$ cat src/hdl/pam_defs.vh
// register map, field positions and reset values of the port a pin mux
`ifndef PAM_DEFS_VH
`define PAM_DEFS_VH

`define PAM_ADDR_W          4
`define PAM_OFF_PINS        4'h0
`define PAM_OFF_LATCH       4'h1
`define PAM_OFF_DIR         4'h2
`define PAM_OFF_ANSEL       4'h3
`define PAM_OFF_SLEW        4'h4
`define PAM_OFF_OSC         4'h5
`define PAM_OFF_PERIPH      4'h6

`define PAM_ANSEL_MASK      8'h2F
`define PAM_SLEW_MASK       8'h1F
`define PAM_DIR_RST         8'hFF
`define PAM_ANSEL_RST       8'h2F
`define PAM_LATCH_RST       8'h00
`define PAM_SLEW_RST        8'h1F
`define PAM_OSC_RST         4'h8
`define PAM_PERIPH_RST      8'h00

// oscillator select codes
`define PAM_OSC_LP          4'h0
`define PAM_OSC_XT          4'h1
`define PAM_OSC_HS          4'h2
`define PAM_OSC_RC_INSTRUCTION_CLOCK_OUTPUT     4'h3
`define PAM_OSC_EC          4'h4
`define PAM_OSC_RC_IO       4'h7
`define PAM_OSC_INT_IO      4'h8
`define PAM_OSC_INT_INSTRUCTION_CLOCK_OUTPUT    4'h9

// peripheral enable register bit positions
`define PAM_PE_SRQ          0
`define PAM_PE_C1           1
`define PAM_PE_COMPARE_PWM_CHANNEL_FIVE         2
`define PAM_PE_LATCH_INVERTED_OUTPUT         3
`define PAM_PE_C2           4

`endif

$ cat src/hdl/pam_port_a_mux.v
// port a pin function selection, priority mux and register file
`timescale 1ns/1ps
`include "pam_defs.vh"

// Functional notes
// - pin 6 latch output only in internal osc modes with clock out off
// - pin 6 digital input only in internal osc modes with clock out off
// - rc mode with clock out drives pin 6 at quarter oscillator rate
// - crystal mode gives pin 6 to oscillator output, ignoring dir/analog
// - external oscillator modes disable pin 7 latch output
// - external oscillator modes disable pin 7 digital input
// - pin 7 clock input belongs to oscillator input, never separate
// - enabled output functions sharing a pin: highest priority wins
// - analog inputs connect only while the pin is in analog mode
// - enabled digital outputs still drive pins in analog mode
// - analog select implements bits 0,1,2,3,5; bits 7,6,4 read zero
// - analog select disables that pin's digital input
// - after reset pin 4 is a digital input
module pam_port_a_mux (
   input  wire                   core_clk,
   input  wire                   resetn,
   input  wire [`PAM_ADDR_W-1:0] addr,
   input  wire [7:0]             wdata,
   input  wire                   wr,
   input  wire                   rd,
   output reg  [7:0]             rdata,
   input  wire [7:0]             pin_in,
   output reg  [7:0]             pin_out,
   output reg  [7:0]             pin_oe_n,
   output reg  [7:0]             pin_slew_limit,
   output reg  [7:0]             analog_connect,
   output reg                    osc_out_enable,
   output reg                    osc_in_enable,
   input  wire                   latch_q_output,
   input  wire                   latch_inverted_output,
   input  wire                   comparator_one_output,
   input  wire                   comparator_two_output,
   input  wire                   compare_pwm_channel_five
);

   reg  [7:0] first_port_output_latch;
   reg  [7:0] first_port_direction;
   reg  [7:0] first_port_analog_select;
   reg  [7:0] slew_rate_control;
   reg  [3:0] oscillator_select_field;
   reg  [7:0] periph_en;
   reg  [7:0] pin_meta;
   reg  [7:0] pin_sync;
   reg  [1:0] quarter_div;
   reg        quarter_rate_clock;

   // mode decode used by pin 6 and pin 7 logic
   function is_internal;
      input [3:0] m;
      begin
         is_internal = (m == `PAM_OSC_INT_IO) || (m == `PAM_OSC_INT_INSTRUCTION_CLOCK_OUTPUT);
      end
   endfunction

   function is_crystal;
      input [3:0] m;
      begin
         is_crystal = (m == `PAM_OSC_LP) || (m == `PAM_OSC_XT) ||
                      (m == `PAM_OSC_HS);
      end
   endfunction

   wire int_mode  = is_internal(oscillator_select_field);
   wire xtal_mode = is_crystal(oscillator_select_field);
   wire rc_instruction_clock_output   = (oscillator_select_field == `PAM_OSC_RC_INSTRUCTION_CLOCK_OUTPUT);
   wire int_instruction_clock_output  = (oscillator_select_field == `PAM_OSC_INT_INSTRUCTION_CLOCK_OUTPUT);
   wire instruction_clock_output = rc_instruction_clock_output || int_instruction_clock_output;
   // every non-internal mode uses pin 7 as oscillator input
   wire ext_mode  = !int_mode;

   wire pin6_gpio = int_mode && !instruction_clock_output;

   // digital input enables; analog pins read zero
   reg [7:0] in_en;
   always @* begin
      in_en = ~first_port_analog_select;
      in_en[6] = pin6_gpio;
      in_en[7] = !ext_mode;
   end

   // output value and drive per pin, fixed priority
   reg [7:0] next_out;
   reg [7:0] next_drive;
   always @* begin
      next_out   = first_port_output_latch;
      next_drive = ~first_port_direction;
      // bit 4: latch q > comparator 1 > pwm 5 > port latch
      if (periph_en[`PAM_PE_SRQ]) begin
         next_out[4]   = latch_q_output;
         next_drive[4] = 1'b1;
      end else if (periph_en[`PAM_PE_C1]) begin
         next_out[4]   = comparator_one_output;
         next_drive[4] = 1'b1;
      end else if (periph_en[`PAM_PE_COMPARE_PWM_CHANNEL_FIVE]) begin
         next_out[4]   = compare_pwm_channel_five;
         next_drive[4] = 1'b1;
      end
      // bit 5, analog mode does not block these outputs
      if (periph_en[`PAM_PE_LATCH_INVERTED_OUTPUT]) begin
         next_out[5]   = latch_inverted_output;
         next_drive[5] = 1'b1;
      end else if (periph_en[`PAM_PE_C2]) begin
         next_out[5]   = comparator_two_output;
         next_drive[5] = 1'b1;
      end
      // bit 6: oscillator output > clock output > latch
      if (xtal_mode) begin
         next_out[6]   = 1'b0;
         next_drive[6] = 1'b0;
      end else if (instruction_clock_output) begin
         next_out[6]   = quarter_rate_clock;
         next_drive[6] = 1'b1;
      end else if (!pin6_gpio) begin
         next_drive[6] = 1'b0;
      end
      // bit 7: oscillator input > latch
      if (ext_mode) begin
         next_out[7]   = 1'b0;
         next_drive[7] = 1'b0;
      end
   end

   // quarter rate clock: toggles every two core cycles
   always @(posedge core_clk or negedge resetn) begin
      if (!resetn) begin
         quarter_div        <= 2'h0;
         quarter_rate_clock <= 1'b0;
      end else begin
         quarter_div <= quarter_div + 2'h1;
         if (quarter_div[0])
            quarter_rate_clock <= ~quarter_rate_clock;
      end
   end

   // pin synchroniser, first stage read only by second
   always @(posedge core_clk or negedge resetn) begin
      if (!resetn) begin
         pin_meta <= 8'h00;
         pin_sync <= 8'h00;
      end else begin
         pin_meta <= pin_in;
         pin_sync <= pin_meta;
      end
   end

   // register writes
   always @(posedge core_clk or negedge resetn) begin
      if (!resetn) begin
         first_port_output_latch  <= `PAM_LATCH_RST;
         first_port_direction     <= `PAM_DIR_RST;
         first_port_analog_select <= `PAM_ANSEL_RST;
         slew_rate_control        <= `PAM_SLEW_RST;
         oscillator_select_field  <= `PAM_OSC_RST;
         periph_en                <= `PAM_PERIPH_RST;
      end else if (wr) begin
         case (addr)
            `PAM_OFF_PINS, `PAM_OFF_LATCH:
               first_port_output_latch <= wdata;
            `PAM_OFF_DIR:
               first_port_direction <= wdata;
            `PAM_OFF_ANSEL:
               first_port_analog_select <= wdata & `PAM_ANSEL_MASK;
            `PAM_OFF_SLEW:
               slew_rate_control <= wdata & `PAM_SLEW_MASK;
            `PAM_OFF_OSC:
               oscillator_select_field <= wdata[3:0];
            `PAM_OFF_PERIPH:
               periph_en <= wdata & 8'h1F;
            default: ;
         endcase
      end
   end

   // register reads, data one cycle after the strobe
   always @(posedge core_clk or negedge resetn) begin
      if (!resetn) begin
         rdata <= 8'h00;
      end else if (rd) begin
         case (addr)
            `PAM_OFF_PINS:  rdata <= pin_sync & in_en;
            `PAM_OFF_LATCH: rdata <= first_port_output_latch;
            `PAM_OFF_DIR:   rdata <= first_port_direction;
            `PAM_OFF_ANSEL: rdata <= first_port_analog_select;
            `PAM_OFF_SLEW:  rdata <= slew_rate_control;
            `PAM_OFF_OSC:   rdata <= {4'h0, oscillator_select_field};
            `PAM_OFF_PERIPH: rdata <= periph_en;
            default:        rdata <= 8'h00;
         endcase
      end else begin
         rdata <= 8'h00;
      end
   end

   // registered pin side outputs
   always @(posedge core_clk or negedge resetn) begin
      if (!resetn) begin
         pin_out        <= 8'h00;
         pin_oe_n       <= 8'hFF;
         pin_slew_limit <= 8'h00;
         analog_connect <= 8'h00;
         osc_out_enable <= 1'b0;
         osc_in_enable  <= 1'b0;
      end else begin
         pin_out        <= next_out;
         pin_oe_n       <= ~next_drive;
         pin_slew_limit <= {3'h0, slew_rate_control[4:0]};
         analog_connect <= first_port_analog_select;
         osc_out_enable <= xtal_mode;
         // clock input is just the oscillator input function
         osc_in_enable  <= ext_mode;
      end
   end

endmodule

$ cat config.mk
export PLATFORM = sky130hd
export DESIGN_NAME = pam_port_a_mux
export DESIGN_NICKNAME = d
export VERILOG_FILES = /design/src/hdl/pam_port_a_mux.v
export VERILOG_INCLUDE_DIRS = /design/src /design/src/hdl
export SDC_FILE = /design/constraint.sdc
export NUM_CORES = 1
export LEC_CHECK = 0
export BUFFER_PORTS_ARGS = -buffer_cell sky130_fd_sc_hd__buf_2
export CAP_MARGIN = 20
export CORE_ASPECT_RATIO = 1.1
export CORE_MARGIN = 5
export CORE_UTILIZATION = 25
export DETAILED_ROUTE_END_ITERATION = 16
export PLACE_DENSITY = 0.55
export SYNTH_ARGS = -nofsm -noshare
export SYNTH_HDL_FRONTEND = slang
export SYNTH_SLANG_ARGS = --single-unit
$ cat constraint.sdc
create_clock -name core_clk -period 1.4 [get_ports core_clk]
set_input_delay 0.28 -clock core_clk [delete_from_list [all_inputs] [get_ports core_clk]]
set_output_delay 0.28 -clock core_clk [all_outputs]
set_load 0.01 [all_outputs]
# ---- After elaboration in Yosys (flattened, before gate mapping)
# Cells that the tools add are included.
# W data, S select, Z words.
dict set report classes {
  n_mux 19
  n_eq_ne 11
  n_reduce_logical 16
  add_sub_neg 1
  bitwise 5
}
# cell count
set ops {}
lappend ops {{$pmux W8 S7} 1}
lappend ops {{$mux W1} 17}
lappend ops {{$eq A4 B2 Y1 const B} 4}
lappend ops {{$not A8 Y8} 2}
lappend ops {{$eq A4 B3 Y1 const B} 3}
lappend ops {{$reduce_and A2 Y1} 6}
lappend ops {{$and A8 B8 Y8} 1}
lappend ops {{$eq A4 B1 Y1 const B} 2}
lappend ops {{$eq A4 B4 Y1 const B} 2}
lappend ops {{$logic_not A4 Y1} 2}
lappend ops {{$mux W8} 1}
lappend ops {{$not A6 Y6} 1}
lappend ops {{$logic_or A1 B1 Y1} 4}
lappend ops {{$add A2 B1 Y2 const B} 1}
lappend ops {{$logic_not A1 Y1} 2}
lappend ops {{$reduce_or A2 Y1} 1}
lappend ops {{$logic_and A1 B1 Y1} 1}
lappend ops {{$not A1 Y1} 1}
dict set report totals {
  wordCells 69
  input_bits 29
  ff_bits 90
}

# ---- Longest topological paths before layout
dict set report logic_depth {
  ltp_word 8
  depth_mapped 6
  depth_no_buf 4
}

# ---- Worst setup path after synthesis
# OpenSTA, ideal clock, no wires.
dict set report synth_timing {
  kind {input to register}
  start {input addr[2]}
  end {register first_port_analog_select[1]}
  required_time_ps 1318
  setup_time_ps 82
  arrival_time_ps 1404
  path_stages 5
  slack_ps -87
  path_cell_list {buf_4 nor2_1 and4_1 buf_2 mux2_2}
}
dict set report synth_via {
  elab_chain_len 2
}
# element line
set synth_lines {}
lappend synth_lines {{start: declaration} pam_port_a_mux.v:22} ;# input wire [`PAM_ADDR_W-1:0] addr,
lappend synth_lines {{$eq A4 B2 Y1} pam_port_a_mux.v:161} ;# case (addr)
lappend synth_lines {{$reduce_and A2 Y1 (no line)} -}
lappend synth_lines {{end signal: assignment} pam_port_a_mux.v:156} ;# first_port_analog_select <= `PAM_ANSEL_RST;
lappend synth_lines {{end signal: assignment} pam_port_a_mux.v:167} ;# first_port_analog_select <= wdata & `PAM_ANSEL_MASK;
lappend synth_lines {{end: declaration} pam_port_a_mux.v:43} ;# reg [7:0] first_port_analog_select;
# No other way between the ends.
# A chain may end at the register's enable or synchronous reset.

# ---- Worst setup path in the final report
dict set report layout_timing {
  start {register first_port_analog_select[1]}
  end {register rdata[1]}
}
dict set report layout_via {
  elab_chain_len 4
}
# element line
set layout_lines {}
lappend layout_lines {{$not A6 Y6} pam_port_a_mux.v:81} ;# in_en = ~first_port_analog_select;
lappend layout_lines {{$and A8 B8 Y8} pam_port_a_mux.v:185} ;# `PAM_OFF_PINS: rdata <= pin_sync & in_en;
lappend layout_lines {{$pmux W8 S7 *} pam_port_a_mux.v:184} ;# case (addr)
lappend layout_lines {{$mux W8 *} pam_port_a_mux.v:183} ;# end else if (rd) begin
lappend layout_lines {{end signal: assignment} pam_port_a_mux.v:185}
lappend layout_lines {{end signal: assignment} pam_port_a_mux.v:186} ;# `PAM_OFF_LATCH: rdata <= first_port_output_latch;
lappend layout_lines {{end signal: assignment} pam_port_a_mux.v:187} ;# `PAM_OFF_DIR: rdata <= first_port_direction;
lappend layout_lines {{end: declaration} pam_port_a_mux.v:26} ;# output reg [7:0] rdata,
# Every way passes the cells marked *; elsewhere a longest branch is shown, timed or not.

==> results.md <==
- Row count: 45
- Final ANT Viol Nets: 0
- Post-synthesis simple-gate area fraction: 0.103
- Seq cells post-synth: 89
- GR Util met1: 0.137
- CTS Sinks: 89
- Pleak: 2.04 nW
- Status: finished clean
- Count of final max-slew check failures: 0
- RSZ-0062 raised after global routing: false
- Initial core utilization: 0.252
- PwrDens: 1500 nW/µm²
- First-pass GRT wire length: 13700 µm
- Layout cells sized above 1: 0.537
- Clk root buf: clkbuf_16
- Routed via count: 2233
- Synth Area in Adders: 0
- Clock Path Buffers: 2
- Die area: 16200 µm²
- Syn Inst Count: 245
- CORE AREA: 13600 µm²
- Detailed Route WL: 8460 µm
- Vias/cell: 4.14
- Proportion of synthesized area in mux cells: 0.135
- First-pass iteration count of the detailed router: 4
- Clk pwr share: 0.332
- Port bufs: 64
- CP Data Required Time: 1.66 ns
- Post-synthesis cell area: 3430 µm²
- CP max stage delay: 0.53 ns
- Hold Crit Class: in2reg
- EDFF count, synth: 0
- Sw power: 1.81 mW
- GRT Total Usage: 0.113
- CTS clk-pin slew, worst paths: 0.06 ns
- Final hold violation count: 0
- Routed WL per cell: 15.7 µm
- Post-synthesis area per instance: 14.0 µm²
- Clk_lat worst skew: 0.34 ns
- CP Capture Type: flip-flop
- Sequential area share after synthesis: 0.659
- Most frequently used flop master after synthesis: dfrtp_1
- Grt met2 use: 0.180
- Max frequency: 0.779 GHz
- Synth top area cells: dfrtp_1 45%, dfstp_2 21%, mux2_2 11%
- Most Used Layer, Global Route: met2
- Async set-or-reset flop fraction in the synthesized netlist: 1.00
- Yosys top cell area share: 0.452
- Critical setup path kind: reg2reg
- MaxCap Viol Count: 0
- CP cell instances: and3b_1, a21oi_1, or3b_4, a41oi_2
- Crit start category: flip-flop
- Die Wd: 122 µm
- Internal: 4.96 mW
- Period minus WS final: 1.28 ns
- Post-synthesis cell type count: 42
- Synth Area in Compound Gates: 0.0613
- # setup viols final: 0
- Fill cells: 1377
- Met3 global-route usage: 0.0436
- Sw frac: 0.267
- Seq pwr share: 0.508
- Die Y: 133 µm
- TritonCTS clock tree: built
- Largest net degree at the start of global routing: 33
- Ys Warns: 0
- Routability cong.: 0.851
- Worst endpoint data arrival time: 1.55 ns
- Comb power frac: 0.161
- Combinational family with the most area after synthesis: multiplexers
- Drt drc: 0
- # nets final: 374
- Post-Synth XOR/XNOR Area: 0.00511
- Grt ovf: 0
- Area leader, netlist: dfrtp_1
- Crit Path Max Fanout: 2
- Hpwl dp: 6420 µm
- First-iteration detailed-routing DRC count: 113
- P&R area growth vs syn: 31.9%
- Antenna violations before repair: 2
- I/O pins: 71
- Slowest library cell on the worst path: dfstp_2
- H-tree levels: 3
- Clock skew: 0.00570 ns
- Vias in the first global route: 2534
- Most common cell in the netlist: dfrtp_1
- Total CTS buffers: 9
- Top cells by count, synth: 62 x dfrtp_1, 34 x mux2_2, 27 x dfstp_2
- Setup bufs post-CTS: 0
- Setup TNS: 0 ns
- Final Util: 0.332
- Final period utilization: 0.917
- Worst VDD drop: 0.563 mV
[layout make-up]
class / count / area, µm² / area share
Tap cell: 188 / 235 / 0.0520
Clock inverter: 6 / 41.3 / 0.00913
Sequential cell: 89 / 2260 / 0.500
Multi-Input combinational cell: 138 / 1090 / 0.241
Antenna cell: 1 / 2.50 / 0.000553
Inverter: 8 / 30.0 / 0.00664
Timing Repair Buffer: 99 / 626 / 0.138
Clock buffer: 10 / 239 / 0.0528
[power groups by stage]
stage	Sequential [mW]	Combinational [mW]	Clock, mW
after global placement	3.49	1.09	0
final	3.44	1.09	2.25
after detailed placement	3.49	1.10	0
after global routing	3.50	1.20	2.44
after CTS	3.45	1.11	2.32
after floorplan	3.50	0.493	0
[worst max-delay path, delay by kind of cell, from the launching register on]
| kind | cells | cell delay, ns |
|---|---|---|
| and+or+nand+nor | 2 | 0.52 |
| DFF | 1 | 0.53 |
| AOI/OAI and AO/OA | 2 | 0.16 |
[sequential cells by signal (all words and copies together) (netlist names)]
name                      flops
first_port_output_latch       8
pin_meta                      8
osc_in_enable                 1
quarter_div                   1
pin_out                       8
oscillator_select_field       4
analog_connect                5
first_port_direction          8
periph_en                     5
first_port_analog_select      5
pin_oe_n                      8
rdata                         8
pin_slew_limit                5
pin_sync                      8
slew_rate_control             5
osc_out_enable                1
quarter_rate_clock            1
[placed cells by master, fill, tap and decap left out, types with 6 or more instances in the layout]
cell type  synthesis  layout
dfstp_2           27      27
nand3_1            6       6
nand2_1            9       9
inv_1              8       8
clkbuf_16          0       9
mux2_2            34      34
dfrtp_1           62      62
a31oi_1            6       6
o21ai_0            7       7
mux2i_1            8       8
buf_4              8      32
nor2_1            12      11
conb_1             1       6
buf_2              4      63
[routing by layer]
layer  share of wire  vias to the layer above  routed length [µm]
met2            0.48                       51                4050
met1            0.44                     1112                3690
met4           0.022                        2                 188
met5         0.00083                        -                   7
met3           0.062                       16                 527
li1                -                     1052                   -
[worst paths after layout]
check,from,end,slack (ns),cells past startpoint
hold reg to reg,pin_meta[1],pin_sync[1],0.35,0
min in group asynchronous,resetn,pin_out[7],0.42,2
setup reg to reg,first_port_analog_select[1],rdata[1],0.12,4
hold / removal,pin_in[2],pin_meta[2],0.04,1
setup / recovery,first_port_analog_select[1],rdata[1],0.12,4
max in group asynchronous,resetn,first_port_analog_select[5],0.38,3
[stage by stage]
stage	worst slack (ns)	area, µm²	hold slack, ns	power (mW)	std cells
after floorplan	-0.00785	3460	-0.0156	4.00	250
after global placement	-0.208	4220	0.248	4.57	521
after detailed placement	-0.204	4220	0.255	4.59	521
after CTS	0.0605	4520	0.0287	6.88	538
after global routing	0.0400	4520	0.0288	7.14	539
final	0.116	4520	0.0396	6.77	539
[repair_timing]
item	CTS	global route
hold buffers	1	0
pin swaps	0	1
endpoints found under the setup margin	1	3
endpoints found under the hold margin	21	0
resized for setup	2	1
[cell families after synthesis]
family | after synthesis
muxes | 42
buffers and inverters | 23
and+or+nand+nor | 57
AOI/OAI and AO/OA | 31
other | 1
DFF | 89
xor gates and xnor gates | 2
(Power assumes the default switching activity.)
